[src/shared/rpp_pkg.sv]
// Package with register map, reset values and carrier types for port paging and status.
package rpp_pkg;

  localparam int RPP_PORTS = 4;
  localparam int RPP_SOURCES = 5;

  localparam logic [7:0] RPP_PAGING_OFFSET = 8'h4C;
  localparam logic [7:0] RPP_STATUS_A_OFFSET = 8'h4D;
  localparam logic [7:0] RPP_STATUS_B_OFFSET = 8'h4E;

  localparam logic [7:0] RPP_STATUS_A_RESET = 8'h00;
  localparam logic [7:0] RPP_STATUS_B_RESET = 8'h00;
  localparam logic [7:0] RPP_UNMAPPED_READ = 8'h00;
  localparam logic [1:0] RPP_LOCAL_READ_PORT_RESET = 2'h0;
  localparam logic [3:0] RPP_LOCAL_WRITE_EN_RESET = 4'h0;
  localparam logic [1:0] RPP_LOCAL_LINK_NUMBER = 2'h0;

  localparam int RPP_FIELD_PORT_HI = 7;
  localparam int RPP_FIELD_PORT_LO = 6;
  localparam int RPP_FIELD_READ_PORT_HI = 5;
  localparam int RPP_FIELD_READ_PORT_LO = 4;
  localparam int RPP_FIELD_WRITE_EN_HI = 3;
  localparam int RPP_FIELD_WRITE_EN_LO = 0;

  localparam int RPP_A_CHECKSUM_BIT = 5;
  localparam int RPP_A_LOCK_CHANGED_BIT = 4;
  localparam int RPP_A_SEQUENCE_BIT = 3;
  localparam int RPP_A_PARITY_BIT = 2;
  localparam int RPP_A_PASS_BIT = 1;
  localparam int RPP_A_LOCKED_BIT = 0;
  localparam int RPP_B_UNSTEADY_BIT = 7;
  localparam int RPP_B_LEN_CHANGED_BIT = 6;
  localparam int RPP_B_CODING_BIT = 5;
  localparam int RPP_B_BUFFER_BIT = 4;

  typedef struct packed {
    logic write;
    logic remote;
    logic [1:0] link;
    logic [7:0] addr;
    logic [7:0] wdata;
  } rpp_access_type;

  typedef struct packed {
    logic [RPP_PORTS-1:0] checksum;
    logic [RPP_PORTS-1:0] sequence_err;
    logic [RPP_PORTS-1:0] parity_over;
    logic [RPP_PORTS-1:0] parity_cleared;
    logic [RPP_PORTS-1:0] len_unsteady;
    logic [RPP_PORTS-1:0] len_changed;
    logic [RPP_PORTS-1:0] coding;
    logic [RPP_PORTS-1:0] buffer_overflow;
  } rpp_events_type;

endpackage : rpp_pkg

[src/logic/rpp_port_status.sv]
// Port paging and per-port receiver status registers.
`timescale 1ns/10ps
module rpp_port_status
  import rpp_pkg::*;
(
  input wire logic clk,
  input wire logic sys_rst,
  input wire logic acc_valid,
  input wire rpp_access_type acc,
  input wire logic [RPP_PORTS-1:0] receiver_locked,
  input wire logic [RPP_PORTS-1:0] port_pass,
  input wire rpp_events_type events,
  output logic rd_valid,
  output logic [7:0] rd_data,
  output logic [1:0] cur_read_port,
  output logic [RPP_PORTS-1:0] cur_write_enable
);

  logic [1:0] read_port_reg [RPP_SOURCES];
  logic [RPP_PORTS-1:0] write_en_reg [RPP_SOURCES];
  logic [RPP_PORTS-1:0] lock_sync_reg;
  logic [RPP_PORTS-1:0] lock_prev_reg;
  logic [RPP_PORTS-1:0] lock_change;
  logic [RPP_PORTS-1:0] pass_sync_reg;
  logic [RPP_PORTS-1:0] checksum_reg;
  logic [RPP_PORTS-1:0] lock_chg_reg;
  logic [RPP_PORTS-1:0] sequence_reg;
  logic [RPP_PORTS-1:0] parity_reg;
  logic [RPP_PORTS-1:0] unsteady_reg;
  logic [RPP_PORTS-1:0] len_chg_reg;
  logic [RPP_PORTS-1:0] coding_reg;
  logic [RPP_PORTS-1:0] buffer_reg;
  logic rd_valid_reg;
  logic [7:0] rd_data_reg;
  logic [7:0] rd_data_next;
  logic [1:0] cur_read_port_reg;
  logic [RPP_PORTS-1:0] cur_write_enable_reg;
  logic [2:0] src;
  logic [1:0] sel;
  logic [1:0] link_num;
  logic rd_a;
  logic rd_b;
  logic [RPP_PORTS-1:0] clr_a;
  logic [RPP_PORTS-1:0] clr_b;

  // Source 0 is the local port, sources 1 to 4 are remote links 0 to 3.
  assign src = acc.remote ? {1'b0, acc.link} + 3'h1 : 3'h0;
  assign sel = read_port_reg[src];
  assign link_num = acc.remote ? acc.link : RPP_LOCAL_LINK_NUMBER;
  assign rd_a = acc_valid && !acc.write && acc.addr == RPP_STATUS_A_OFFSET;
  assign rd_b = acc_valid && !acc.write && acc.addr == RPP_STATUS_B_OFFSET;
  assign clr_a = rd_a ? (4'h1 << sel) : 4'h0;
  assign clr_b = rd_b ? (4'h1 << sel) : 4'h0;

  // Lock level from the receivers, two flip-flops deep.
  rpp_sync_stage #(
    .WIDTH(RPP_PORTS)
  ) u_lock_sync (
    .clk(clk),
    .sys_rst(sys_rst),
    .async_in(receiver_locked),
    .sync_out(lock_sync_reg)
  );

  // Pass level from the receivers, two flip-flops deep.
  rpp_sync_stage #(
    .WIDTH(RPP_PORTS)
  ) u_pass_sync (
    .clk(clk),
    .sys_rst(sys_rst),
    .async_in(port_pass),
    .sync_out(pass_sync_reg)
  );

  // Previous synchronised lock level for change detection.
  always_ff @(posedge clk) begin
    if (sys_rst) begin
      lock_prev_reg <= '0;
    end else begin
      lock_prev_reg <= lock_sync_reg;
    end
  end

  assign lock_change = lock_sync_reg ^ lock_prev_reg;

  // Paging state kept per access source.
  always_ff @(posedge clk) begin
    if (sys_rst) begin
      read_port_reg[0] <= RPP_LOCAL_READ_PORT_RESET;
      write_en_reg[0] <= RPP_LOCAL_WRITE_EN_RESET;
      for (int i = 1; i < RPP_SOURCES; i++) begin
        read_port_reg[i] <= 2'(i - 1);
        write_en_reg[i] <= 4'(1 << (i - 1));
      end
    end else if (acc_valid && acc.write && acc.addr == RPP_PAGING_OFFSET) begin
      read_port_reg[src] <= acc.wdata[RPP_FIELD_READ_PORT_HI:RPP_FIELD_READ_PORT_LO];
      write_en_reg[src] <= acc.wdata[RPP_FIELD_WRITE_EN_HI:RPP_FIELD_WRITE_EN_LO];
    end
  end

  // Page and enables of the latest accessor, for the paged register blocks.
  always_ff @(posedge clk) begin
    if (sys_rst) begin
      cur_read_port_reg <= RPP_LOCAL_READ_PORT_RESET;
      cur_write_enable_reg <= RPP_LOCAL_WRITE_EN_RESET;
    end else if (acc_valid) begin
      cur_read_port_reg <= sel;
      cur_write_enable_reg <= write_en_reg[src];
    end
  end

  rpp_sticky_flags #(
    .WIDTH(RPP_PORTS)
  ) u_checksum_flags (
    .clk(clk),
    .sys_rst(sys_rst),
    .set_in(events.checksum),
    .clr_in(clr_a),
    .flag_out(checksum_reg)
  );

  rpp_sticky_flags #(
    .WIDTH(RPP_PORTS)
  ) u_lock_chg_flags (
    .clk(clk),
    .sys_rst(sys_rst),
    .set_in(lock_change),
    .clr_in(clr_a),
    .flag_out(lock_chg_reg)
  );

  rpp_sticky_flags #(
    .WIDTH(RPP_PORTS)
  ) u_sequence_flags (
    .clk(clk),
    .sys_rst(sys_rst),
    .set_in(events.sequence_err),
    .clr_in(clr_a),
    .flag_out(sequence_reg)
  );

  rpp_sticky_flags #(
    .WIDTH(RPP_PORTS)
  ) u_parity_flags (
    .clk(clk),
    .sys_rst(sys_rst),
    .set_in(events.parity_over),
    .clr_in(events.parity_cleared),
    .flag_out(parity_reg)
  );

  rpp_sticky_flags #(
    .WIDTH(RPP_PORTS)
  ) u_unsteady_flags (
    .clk(clk),
    .sys_rst(sys_rst),
    .set_in(events.len_unsteady),
    .clr_in(clr_b),
    .flag_out(unsteady_reg)
  );

  rpp_sticky_flags #(
    .WIDTH(RPP_PORTS)
  ) u_len_chg_flags (
    .clk(clk),
    .sys_rst(sys_rst),
    .set_in(events.len_changed),
    .clr_in(clr_b),
    .flag_out(len_chg_reg)
  );

  rpp_sticky_flags #(
    .WIDTH(RPP_PORTS)
  ) u_coding_flags (
    .clk(clk),
    .sys_rst(sys_rst),
    .set_in(events.coding),
    .clr_in(clr_b),
    .flag_out(coding_reg)
  );

  rpp_sticky_flags #(
    .WIDTH(RPP_PORTS)
  ) u_buffer_flags (
    .clk(clk),
    .sys_rst(sys_rst),
    .set_in(events.buffer_overflow),
    .clr_in(clr_b),
    .flag_out(buffer_reg)
  );

  // Read multiplexer over the selected page.
  always_comb begin
    rd_data_next = RPP_UNMAPPED_READ;
    case (acc.addr)
      RPP_PAGING_OFFSET: begin
        rd_data_next[RPP_FIELD_PORT_HI:RPP_FIELD_PORT_LO] = link_num;
        rd_data_next[RPP_FIELD_READ_PORT_HI:RPP_FIELD_READ_PORT_LO] = sel;
        rd_data_next[RPP_FIELD_WRITE_EN_HI:RPP_FIELD_WRITE_EN_LO] = write_en_reg[src];
      end
      RPP_STATUS_A_OFFSET: begin
        rd_data_next = RPP_STATUS_A_RESET;
        rd_data_next[RPP_FIELD_PORT_HI:RPP_FIELD_PORT_LO] = sel;
        rd_data_next[RPP_A_CHECKSUM_BIT] = checksum_reg[sel];
        rd_data_next[RPP_A_LOCK_CHANGED_BIT] = lock_chg_reg[sel];
        rd_data_next[RPP_A_SEQUENCE_BIT] = sequence_reg[sel];
        rd_data_next[RPP_A_PARITY_BIT] = parity_reg[sel];
        rd_data_next[RPP_A_PASS_BIT] = pass_sync_reg[sel];
        rd_data_next[RPP_A_LOCKED_BIT] = lock_sync_reg[sel];
      end
      RPP_STATUS_B_OFFSET: begin
        rd_data_next = RPP_STATUS_B_RESET;
        rd_data_next[RPP_B_UNSTEADY_BIT] = unsteady_reg[sel];
        rd_data_next[RPP_B_LEN_CHANGED_BIT] = len_chg_reg[sel];
        rd_data_next[RPP_B_CODING_BIT] = coding_reg[sel];
        rd_data_next[RPP_B_BUFFER_BIT] = buffer_reg[sel];
      end
      default: begin
        rd_data_next = RPP_UNMAPPED_READ;
      end
    endcase
  end

  // Read answer one cycle after the access.
  always_ff @(posedge clk) begin
    if (sys_rst) begin
      rd_valid_reg <= 1'b0;
      rd_data_reg <= RPP_UNMAPPED_READ;
    end else begin
      rd_valid_reg <= acc_valid && !acc.write;
      if (acc_valid && !acc.write) begin
        rd_data_reg <= rd_data_next;
      end
    end
  end

  assign rd_valid = rd_valid_reg;
  assign rd_data = rd_data_reg;
  assign cur_read_port = cur_read_port_reg;
  assign cur_write_enable = cur_write_enable_reg;

endmodule : rpp_port_status

// Two flip-flop synchroniser for levels from outside the clock domain.
module rpp_sync_stage #(
  parameter int WIDTH = 4
) (
  input wire logic clk,
  input wire logic sys_rst,
  input wire logic [WIDTH-1:0] async_in,
  output logic [WIDTH-1:0] sync_out
);

  logic [WIDTH-1:0] meta_reg;
  logic [WIDTH-1:0] sync_reg;

  // Only the second stage leaves this module.
  always_ff @(posedge clk) begin
    if (sys_rst) begin
      meta_reg <= '0;
      sync_reg <= '0;
    end else begin
      meta_reg <= async_in;
      sync_reg <= meta_reg;
    end
  end

  assign sync_out = sync_reg;

endmodule : rpp_sync_stage

// Per-port sticky flags; an event in the cycle of a clear keeps the flag.
module rpp_sticky_flags #(
  parameter int WIDTH = 4
) (
  input wire logic clk,
  input wire logic sys_rst,
  input wire logic [WIDTH-1:0] set_in,
  input wire logic [WIDTH-1:0] clr_in,
  output logic [WIDTH-1:0] flag_out
);

  logic [WIDTH-1:0] flag_reg;

  always_ff @(posedge clk) begin
    if (sys_rst) begin
      flag_reg <= '0;
    end else begin
      flag_reg <= (flag_reg & ~clr_in) | set_in;
    end
  end

  assign flag_out = flag_reg;

endmodule : rpp_sticky_flags

[config.mk]
export PLATFORM = sky130hd
export DESIGN_NAME = rpp_port_status
export DESIGN_NICKNAME = d
export VERILOG_FILES = /design/src/shared/rpp_pkg.sv /design/src/logic/rpp_port_status.sv
export SDC_FILE = /design/constraint.sdc
export NUM_CORES = 1
export LEC_CHECK = 0
export BUFFER_PORTS_ARGS = -buffer_cell sky130_fd_sc_hd__buf_4
export CAP_MARGIN = 20
export CORE_UTILIZATION = 28
export CTS_BUF_LIST = sky130_fd_sc_hd__clkbuf_8
export CTS_CLUSTER_DIAMETER = 100
export DETAILED_ROUTE_END_ITERATION = 12
export SLEW_MARGIN = 20
export SYNTH_ARGS = -nofsm -noshare
export SYNTH_HDL_FRONTEND = slang
export SYNTH_SLANG_ARGS = --single-unit
export TNS_END_PERCENT = 50
[constraint.sdc]
create_clock -name clk -period 4.9 [get_ports clk]
set_clock_uncertainty 0.15 [all_clocks]
set_input_delay 0.49 -clock clk [delete_from_list [all_inputs] [get_ports clk]]
set_output_delay 0.49 -clock clk [all_outputs]
set_load 0.01 [all_outputs]
After elaboration in Yosys (flattened, before gate mapping)
Memory sizes are Yosys's and may differ from the RTL's.
Index checks and enable logic that the tools add are counted.
Widths: inputs -> output; s select.
{"block": "totals", "ram_bits": 30, "mem_count": 2, "out_inout_bits": 15, "input_bits": 63, "register_bits": 67}
{"name": "write_en_reg", "words": 5, "width": 4, "rd": 1, "rd_ports_with_merged_regs": 0, "write_ports": 5, "line_no": "rpp_port_status.sv:20", "rtl": "logic [RPP_PORTS-1:0] write_en_reg [RPP_SOURCES];"}
{"name": "read_port_reg", "words": 5, "width": 2, "rd": 1, "rd_ports_with_merged_regs": 0, "write_ports": 5, "line_no": "rpp_port_status.sv:19", "rtl": "logic [1:0] read_port_reg [RPP_SOURCES];"}
{"block": "classes", "n_bitwise": 20, "eq_ne": 3, "add_sub_neg": 1, "n_lt_le_gt_ge": 1, "mux": 36, "n_reduce_logical": 8, "shifts": 1}
{"cell": "$and 4x4->4", "count": 8}
{"cell": "$or 4x4->4", "count": 8}
{"cell": "$eq 8x7->1 const B", "count": 3}
{"cell": "$pmux 8 s3", "count": 1}
{"cell": "$bmux 1 s2", "count": 10}
{"cell": "$mux 1", "count": 17}
{"cell": "$mux 4", "count": 3}
{"cell": "$not 4->4", "count": 3}
{"cell": "$mux 3", "count": 3}
{"cell": "$logic_and 1x1->1", "count": 5}
{"cell": "$mux 2", "count": 2}
{"cell": "$reduce_or 4->1", "count": 1}
{"cell": "$shl 1x2->4 const A", "count": 1}
{"cell": "$xor 4x4->4", "count": 1}
{"cell": "$add 2x1->3 const B", "count": 1}
{"cell": "$lt 2x3->1 const B", "count": 1}
{"cell": "$reduce_or 2->1", "count": 1}
{"cell": "$logic_not 1->1", "count": 1}

Depth between registers and ports, before layout
Gate-level depths: netlist of the first run.
An unclocked memory read counts as a cell.
{"block": "logic_depth", "ltp_word": 8, "mapped_depth": 10}

Modules after synthesis
Synthesis of the first run repeated with hierarchy kept, for this count alone.
{"block": "unflattened", "cells_unflattened": 479, "hier_area_um2": 5014.8}
{"mod": "rpp_port_status", "instances": 1, "seq_area_each_um2": 1821.7, "cells_each": 319, "area_each_um2": 3473.3}
{"mod": "rpp_sticky_flags", "instances": 8, "seq_area_each_um2": 80.1, "cells_each": 16, "area_each_um2": 140.1}
{"mod": "rpp_sync_stage", "instances": 2, "seq_area_each_um2": 160.2, "cells_each": 16, "area_each_um2": 210.2}

Worst setup path before layout of the first run
OpenSTA, ideal clock, no wires.
{"block": "synth_path", "kind": "input to register", "from": "input port acc[16] in the netlist's numbering", "to": "register rd_data_reg[6] (netlist: rd_data[6])", "path_buffers": 2, "setup_slack_ns": 2.035, "arrival_time_ns": 2.619, "setup_ns": 0.095, "path_stages": 9, "required_ns": 4.655, "cell_sequence": "ha_1 > buf_2 > and3b_1 > a222oi_1 > nand3_1 > buf_2 > mux2i_1 > a211o_1 > a221oi_1"}
{"block": "synth_between", "elab_chain_cells": 6, "word_cells_on_any_way": 7, "cone_classes": "1 x add/sub; 5 x mux; 1 x memory"}
{"item": "from (decl)", "line_no": "rpp_port_status.sv:9", "rtl": "input wire rpp_access_type acc,"}
{"item": "$add 2x1->3", "line_no": "rpp_port_status.sv:47", "rtl": "assign src = acc.remote ? {1'b0, acc.link} + 3'h1 : 3'h0;"}
{"item": "$mux 3", "line_no": "rpp_port_status.sv:47"}
{"item": "$mem_v2 5x2"}
{"item": "$bmux 1 s2", "line_no": "rpp_port_status.sv:214", "rtl": "rd_data_next[RPP_B_LEN_CHANGED_BIT] = len_chg_reg[sel];"}
{"item": "$mux 1 (implied by the code)", "line_no": "rpp_port_status.sv:214"}
{"item": "$pmux 8 s3 *", "line_no": "rpp_port_status.sv:195", "rtl": "case (acc.addr)"}
{"item": "to (signal assigned)", "line_no": "rpp_port_status.sv:232", "rtl": "rd_data_reg <= rd_data_next;"}
{"item": "to (decl)", "line_no": "rpp_port_status.sv:34", "rtl": "logic [7:0] rd_data_reg;"}
Mark *: on every way between the ends. The rest lies on a longest branch, timed or not. The select of a mux whose other input is x is not followed.
A chain may end at the register's enable or synchronous reset.

Worst setup path after layout of the first run
{"block": "layout_path", "from": "input port acc[16] in the netlist's numbering", "to": "register rd_data_reg[4] (netlist: rd_data[4])"}
{"block": "layout_between", "elab_chain_cells": 6, "word_cells_on_any_way": 8, "cone_classes": "1 x add/sub; 6 x mux; 1 x memory"}
{"item": "$add 2x1->3 *", "line_no": "rpp_port_status.sv:47"}
{"item": "$mux 3 *", "line_no": "rpp_port_status.sv:47"}
{"item": "$mem_v2 5x2 *"}
{"item": "$bmux 1 s2 (on tied branches)", "line_no": "rpp_port_status.sv:216, rpp_port_status.sv:205"}
{"item": "$mux 1 (on tied branches)", "line_no": "rpp_port_status.sv:216, rpp_port_status.sv:205"}
{"item": "$pmux 8 s3 *", "line_no": "rpp_port_status.sv:195"}
Marks and branches as above.

==> impl_metrics.toml, run 1 <==
[setup_path]
crit_chain = "buf_4, ha_1, and3b_1, a222oi_1, and3_1, buf_4, mux2_1, a32oi_1, o41ai_2"
crit_buf_inv = 2
crit_fanout = 23
cpMostUsedCell = "buf_4"
crit_type = "primary input to flip-flop"
startpoint_type = "primary input"
worst_path_max_delay_cell = "a222oi_1"
arrival_ns = 3.55
critical_path.top_delay_family = "compound AO/OA/AOI/OAI gates"
slowest_delay_ns = 0.78
worstPathRequired_ns = 5.08
end_kind = "flip-flop"

[synthesis]
synthesis.area_mm2 = 0.004833
syn_inst = 458
synth_ff_type = "dfxtp_1"
ys_seq_elements = 115
yosys.cell_types.count = 50
async_flop_share_pct = 0
synth_seq_area_share_pct = 57.57
yosys_warnings = 0
syn_avg_cell_area_um2 = 10.55
syn_nets = 522
synth_edf_count = 48

[drt]
drtAntennaViolNets = 0
routed_wl_mm = 11.82
vias = 3683
dr.first_iter.drc_count = 167
firstDrtPassIters = 5
drt-wirelength-per-cell_um = 15.46
drcViolationCount = 0
post_drt_via_cell_ratio = 4.814

[die]
num_io_pins = 78
core_mm2 = 0.01670
row_count = 47
initial_core_util_pct = 28.94
die_x_um = 133.4
die_h_um = 133.4
dieArea_mm2 = 0.01779

[outcome]
status = "finished, final reports clean"

[final_layout]
num_antenna_cells = 0
largest_reg_flops = 32
fin_util_pct = 36.31
num-nets-final = 596
drive_gt1_share_pct = 22.39
syn2layout_area_growth_pct = 25.45

[power_and_ir_drop]
ir_worst_vdd_mv = 0.1775
power_leakage_nw = 2.355
power_density_mw_per_mm2 = 378.9

[placement]
dp_hpwl_mm = 8.327
gp_congestion = 0.7762
portBuffers = 75

[clock_tree]
h-tree-depth = 4
numCtsBuffers = 17
clkTransAtPathRegs_ns = 0.07
cts_tree = "yes"
cts_buffer_depth = 2
cts_hold_buf = 0
post_cts_resized = 0
cts.sinks = 115
cts_root_buffer = "clkbuf_8"
clk_latency_ns = 0.45
postCtsSetupBuffers = 0

[run]
maxCapViolCount = 0

[sta]
relSlewSlack_pct = 40.90
hold_violations = 0
fmax_mhz = 297.3
period_share_pct = 68.66
finalSetupViolCount = 0
rsz0062_at_grt = "false"
tightest_slew_ns = 0.8865
final_max_slew_viol_count = 0
fin_tns_setup_ns = 0
post-route-min-period_ns = 3.364

[global_routing]
antenna_found_initial = 0
grt_max_degree = 75
gr-usage-all-layers_pct = 13.83
grt.overflow.total = 0
grt_pass1_vias = 3657
grt_pass1_wl_mm = 18.72

[worst_hold_path]
holdCritPathClass = "primary input to flip-flop"
[synthesized netlist by cell type (all sizes together) (6+ instances only)]
library cell,count,share of area [%]
inv,10,0.78
edfxtp,48,30
nand3b,9,1.4
nand2,29,2.3
o21ai,10,1.0
nand3,7,0.72
a221oi,7,1.3
clkbuf,13,1.0
a21oi,47,4.9
nor2b,24,3.1
and2,23,3.0
dfxtp,67,28
nor2,51,4.0
nand2b,6,0.78
mux2i,19,3.9
or3,10,1.3
buf,11,1.2
a211oi,6,0.93
[layout make-up]
cell class	count	area [µm²]
clock buffer	18	247.7
clock inverter	14	221.5
fill	1714	10640
inverter	10	37.54
multi-input combinational	309	1906
sequential	115	2783
tap	220	275.3
timing repair buffer	79	593.1
[cell usage in the layout (no fill, tap or decap), drive strengths merged, types with 2 or more instances in the layout]
master,netlist,routed
buf,11,79
clkinv,0,3
a22oi,2,2
a211oi,6,6
bufinv,0,5
mux2,5,5
nor3b,2,2
nor2b,24,24
and3b,2,2
nand4,4,4
mux2i,19,19
nor4b,2,2
o211a,2,2
nor3,2,2
a21oi,47,47
edfxtp,48,48
nand3,7,7
o31a,4,4
nand3b,9,9
or2,5,5
nand2,29,29
inv,10,15
o22a,5,5
nand2b,6,6
o21ai,10,10
and2,23,23
or3,10,10
clkbuf,13,18
a221oi,7,7
a211o,2,2
a32oi,2,2
a31oi,2,2
nor2,51,51
and3,5,5
xor2,4,4
dfxtp,67,67
[final timing paths]
| check | start | end | slack (ns) | depth (start not counted) |
|---|---|---|---|---|
| min reg2reg | u_lock_sync.meta_reg[2] | u_lock_sync.sync_out[2] | 0.29 | 1 |
| min | receiver_locked[2] | u_lock_sync.meta_reg[2] | 0.10 | 2 |
| max reg2reg | read_port_reg[2][1] | rd_data[4] | 1.87 | 7 |
| max | acc[16] | rd_data[4] | 1.54 | 9 |
[through the flow]
step / cells / hold slack, ns / total power [mW] / cell area, µm² / setup slack [ns]
floorplan: 458 / 0.2638 / 1.190 / 4833 / 2.035
global placement: 733 / 0.2769 / 1.272 / 5594 / 1.196
detailed placement: 733 / 0.2755 / 1.278 / 5594 / 1.080
CTS: 765 / 0.07295 / 2.315 / 6063 / 1.566
global route: 765 / 0.08535 / 2.377 / 6063 / 1.298
finish: 765 / 0.1011 / 2.298 / 6063 / 1.536
[routing by layer]
metal	track usage [%]	routed length, µm	vias up
li1	-	-	1790
met1	17.23	5396	1761
met2	21.96	5491	110
met3	3.539	677	22
met4	7.386	258	0
met5	0	0	-
[cell families (layout without fill, tap and decap cells)]
kind of cell	after synthesis	in the layout	synth area share, %
simple gates	183	183	20.29
flops	115	115	57.57
compound gates	97	97	13.05
buf+inv	34	121	3.003
mux	24	24	5.100
xor+xnor	4	4	0.7248
fa+ha+maj	1	1	0.2588
[power breakdown]
group	internal [mW]	total [mW]	leakage, nW	switching [mW]
clock	0.626	1.04	0.235	0.416
combinational	0.0894	0.200	1.11	0.110
sequential	1.04	1.06	1.01	0.0187
Note: power is estimated with default switching activity, not from simulation.
==> run 2: changes to the inputs <==
Clock period 4.9 ns to 2.91 ns, I/O delays scaled along.
==> run 2 against run 1 <==
Effect of this change:
- hold slack worse by 0.052 ns
- wire length is 5.3% higher
- global-route usage is 1.2 points higher
- cell area is 11% higher
==> impl_metrics.toml, run 2 (synthesized netlist as in run 1, its figures left out) <==
[clock_tree]
h-tree-depth = 4
cts_tree = "yes"
cts_root_buffer = "clkbuf_8"
cts.sinks = 115
clk_latency_ns = 0.45
clkTransAtPathRegs_ns = 0.07
numCtsBuffers = 17
postCtsSetupBuffers = 0
cts_buffer_depth = 2

[die]
core_mm2 = 0.01670
initial_core_util_pct = 28.94
num_io_pins = 78
die_x_um = 133.4
die_h_um = 133.4
dieArea_mm2 = 0.01779
row_count = 47

[final_layout]
final_common_cell = "buf_4"
register_area_mm2 = 0.002783
n_fill_cell = 1652
syn2layout_area_growth_pct = 38.65
multi_input_area_mm2 = 0.001906
finalNonFillerCells = 834
drive_gt1_share_pct = 23.29
layout_common_cells = "buf_4, dfxtp_1, nor2_1"
num_antenna_cells = 0
num-nets-final = 665
largest_reg_flops = 32

[setup_path]
reg2reg_slack_ns = 0.34
worstPathRequired_ns = 3.09
crit_buf_inv = 2
worstReg2RegStart = "read_port_reg[2][1]"
critical_path.top_delay_family = "compound AO/OA/AOI/OAI gates"
ff2ff_path_depth = 8
startpoint_type = "flip-flop"
crit_fanout = 14
arrival_ns = 2.75
reg2reg_to = "rd_data[5]"
crit_type = "flip-flop to flip-flop"
worst_path_max_delay_cell = "a222oi_1"
end_kind = "flip-flop"
crit_chain = "mux2_1, a222oi_1, buf_4, and3_1, buf_12, mux2i_1, o21ai_0, o22a_1"
slowest_delay_ns = 0.43

[global_routing]
grt_pass1_vias = 4089
grt_max_degree = 51
grt_pass1_wl_mm = 20.25
gr-usage-all-layers_pct = 14.99
grt.overflow.total = 0
antenna_found_initial = 0

[sta]
relSlewSlack_pct = 59.47
finalSetupViolCount = 0
fin_tns_setup_ns = 0
period_share_pct = 88.36
post-route-min-period_ns = 2.571
final_max_slew_viol_count = 0
rsz0062_at_grt = "false"
fmax_mhz = 388.9
tightest_slew_ns = 0.6057
hold_violations = 0

[drt]
vias = 3899
routed_wl_mm = 12.45
post_drt_via_cell_ratio = 4.675
drt-wirelength-per-cell_um = 14.93
dr.first_iter.drc_count = 243
drcViolationCount = 0
firstDrtPassIters = 5
drtAntennaViolNets = 0

[placement]
portBuffers = 75
gp_congestion = 0.8051
dpl.cell_count = 754
dp_hpwl_mm = 8.707

[worst_hold_path]
holdCritPathClass = "primary input to flip-flop"
hold_path.startpoint = "sys_rst"
worstHoldPathCells = 2
worstHoldEndpoint = "u_lock_sync.sync_out[1]"

[outcome]
status = "finished, final reports clean"

[run]
maxCapViolCount = 0

[power_and_ir_drop]
ir_worst_vdd_mv = 0.2932
power_density_mw_per_mm2 = 583.4
power_leakage_nw = 2.659
p_total_mw = 3.910
-- run 2: changes by cell type in the layout (fill, tap and decap cells not counted), sizes merged --
cell         delta
dlygate4sd3    +48
inv             +1
clkbuf          -1
buf            +21
-- run 2: area by class of cell --
type,count,area share (%)
inverter,10,0.5601
clock inverter,15,3.323
tap,220,4.108
timing repair buffer,148,18.56
sequential,115,41.52
multi-input combinational,309,28.44
clock buffer,17,3.491
-- run 2: worst register-to-register path, stage by stage (launching register included) --
cell and delay (ns):
edfxtp_1 0.36, mux2_1 0.30, a222oi_1 0.43, buf_4 0.22
and3_1 0.27, buf_12 0.17, mux2i_1 0.23, o21ai_0 0.13
o22a_1 0.21
-- run 2: repair_timing --
action                     in CTS  in global routing
resized for setup               0                  0
setup endpoints to repair       0                  0
hold endpoints to repair       63                  0
hold buffers                   48                  0
-- run 2: worst max path at each step --
stage                        startpoint          to  slack (ns)  depth (start not counted)
floorplan                       acc[16]  rd_data[6]        0.24                          9
global placement                acc[16]  rd_data[5]        0.08                         10
detailed placement              acc[16]  rd_data[5]        0.04                         10
CTS                 read_port_reg[2][1]  rd_data[5]        0.37                          8
global route        read_port_reg[2][1]  rd_data[6]        0.23                          8
finish              read_port_reg[2][1]  rd_data[5]        0.34                          8
-- run 2: per-stage QoR --
stage	setup slack (ns)	utilization (%)	hold WS, ns	cell area, µm²
after floorplan	0.2442	-	0.2399	4833
after global placement	0.07957	34.51	0.2728	5764
after detailed placement	0.03924	34.51	0.2760	5764
after CTS	0.3664	40.13	0.01253	6701
after global routing	0.2318	40.13	0.03278	6701
final	0.3387	40.13	0.04895	6701
-- run 2: power breakdown --
part / internal, mW / switching, mW / total (mW)
Combinational: 0.217 / 0.198 / 0.415
Sequential: 1.75 / 0.0331 / 1.78
Clock: 1.03 / 0.686 / 1.71
Total: 2.99 / 0.918 / 3.91
-- run 2: layer usage --
metal	vias to the layer above	wire length [µm]	part of all wire (%)	global-route usage, %
li1	1928	-	-	-
met1	1853	5707	46	18.67
met2	100	5883	47	23.58
met5	-	0	0	0
met3	18	595	4.8	4.262
met4	0	267	2.1	7.765
==> run 3: changes to the inputs <==
Settings changed: CORE_ASPECT_RATIO set to 0.6, SLEW_MARGIN 20 to 30.
==> run 3 against run 2 <==
Effect of this change:
- hold slack got worse by 0.011 ns
- utilization about the same
- via count rose by 2.3%
- register-to-register slack got worse by 0.096 ns
- maximum frequency down 3.6%
- wire length increased by 9.0%
- clock power fell by 15%
- non-clock buffer count is 1 lower
- global-route usage grew 1.3 points
- first-iteration DRC count grew 26%
- largest cell class unchanged
- largest power group unchanged
- highest routed layer unchanged
==> impl_metrics.toml, run 3 (synthesized netlist as in run 1, its figures left out) <==
[outcome]
status = "finished, final reports clean"

[power_and_ir_drop]
ir_worst_vdd_mv = 0.2617
power_density_mw_per_mm2 = 551.8
power_leakage_nw = 2.622

[clock_tree]
cts_tree = "yes"
post_cts_resized = 0
cts_root_buffer = "clkbuf_8"
cts.sinks = 115
clk_latency_ns = 0.43
numCtsBuffers = 17
clkTransAtPathRegs_ns = 0.08
h-tree-depth = 4
cts_buffer_depth = 2

[final_layout]
n_fill_cell = 1605
syn2layout_area_growth_pct = 37.15
layout_common_cells = "buf_4, dfxtp_1, nor2_1"
fin_util_pct = 40.10
largest_reg_flops = 32
drive_gt1_share_pct = 23.49
num-nets-final = 664
num_antenna_cells = 0
final_common_cell = "buf_4"

[global_routing]
grt_pass1_wl_mm = 21.71
gr-usage-all-layers_pct = 16.24
grt_pass1_vias = 3987
grt.overflow.total = 0
antenna_found_initial = 0
grt_max_degree = 55

[drt]
drt-wirelength-per-cell_um = 16.14
drcViolationCount = 0
dr.first_iter.drc_count = 305
vias = 3988
drtAntennaViolNets = 0
routed_wl_mm = 13.58
firstDrtPassIters = 5
post_drt_via_cell_ratio = 4.742

[placement]
gp_congestion = 0.8856
dp_hpwl_mm = 9.762
portBuffers = 75

[sta]
finalSetupViolCount = 0
fmax_mhz = 374.9
fin_tns_setup_ns = 0
final_max_slew_viol_count = 0
post-route-min-period_ns = 2.667
period_share_pct = 91.66
tightest_slew_ns = 0.5548
hold_violations = 0
relSlewSlack_pct = 63.01
rsz0062_at_grt = "false"

[die]
die_h_um = 103.8
core_mm2 = 0.01653
num_io_pins = 78
initial_core_util_pct = 29.24
die_x_um = 171.6
dieArea_mm2 = 0.01781
row_count = 36

[setup_path]
crit_fanout = 7
worstPathRequired_ns = 3.09
end_kind = "flip-flop"
arrival_ns = 2.84
startpoint_type = "flip-flop"
crit_type = "flip-flop to flip-flop"

[run]
maxCapViolCount = 0

[worst_hold_path]
holdCritPathClass = "primary input to flip-flop"
run 3: area by class of cell:
cell class | count | area (µm²) | area share [%]
flip-flops and latches | 115 | 2783 | 41.98
multi-input cells | 309 | 1906 | 28.75
repair buffers | 147 | 1231 | 18.57
well taps | 228 | 285.3 | 4.304
clock buffers | 18 | 247.7 | 3.737
clock inverters | 14 | 138.9 | 2.095
inverters | 10 | 37.54 | 0.5663
run 3: metal layers:
metal	wire, µm	up-vias	track usage [%]
met5	0	-	0
met3	1038	7	4.891
met1	6832	1907	24.09
li1	-	1927	-
met2	5612	147	22.79
met4	92	0	3.508
run 3: stage by stage:
step	power (mW)	setup slack, ns	area [µm²]	hold slack (ns)	cells
after floorplan	2.004	0.2442	4833	0.2399	458
after global placement	2.178	0.07666	5782	0.2794	763
after detailed placement	2.188	-0.01050	5782	0.2745	763
after CTS	3.682	0.2823	6629	0.01160	841
after global routing	3.804	0.1871	6629	0.02098	841
final	3.658	0.2428	6629	0.03746	841
run 3: final timing paths:
kind | start | to | slack [ns] | cells after the start
max reg2reg | read_port_reg[2][1] | rd_data[5] | 0.24 | 8
min | events[18] | u_parity_flags.flag_out[2] | 0.04 | 4
min reg2reg | u_pass_sync.meta_reg[2] | u_pass_sync.sync_out[2] | 0.29 | 1
max | read_port_reg[2][1] | rd_data[5] | 0.24 | 8
run 3: what timing repair did:
item	4_1_cts	5_1_grt
buffers inserted	0	0
hold endpoints to repair	55	0
setup endpoints to repair	0	0
hold buffers	46	0
run 3: worst max-delay path: stages (launching register included):
cell      delay, ns
edfxtp_1       0.36
mux2_1         0.34
a222oi_1       0.45
buf_4          0.22
and3_1         0.17
buf_4          0.18
mux2i_1        0.33
o21ai_0        0.15
o22a_1         0.21
run 3: report_power, final:
group | total (mW) | leakage [nW] | internal (mW) | switching [mW]
Clock | 1.45 | 0.196 | 0.721 | 0.731
Combinational | 0.423 | 1.42 | 0.211 | 0.212
Sequential | 1.78 | 1.01 | 1.75 | 0.0357
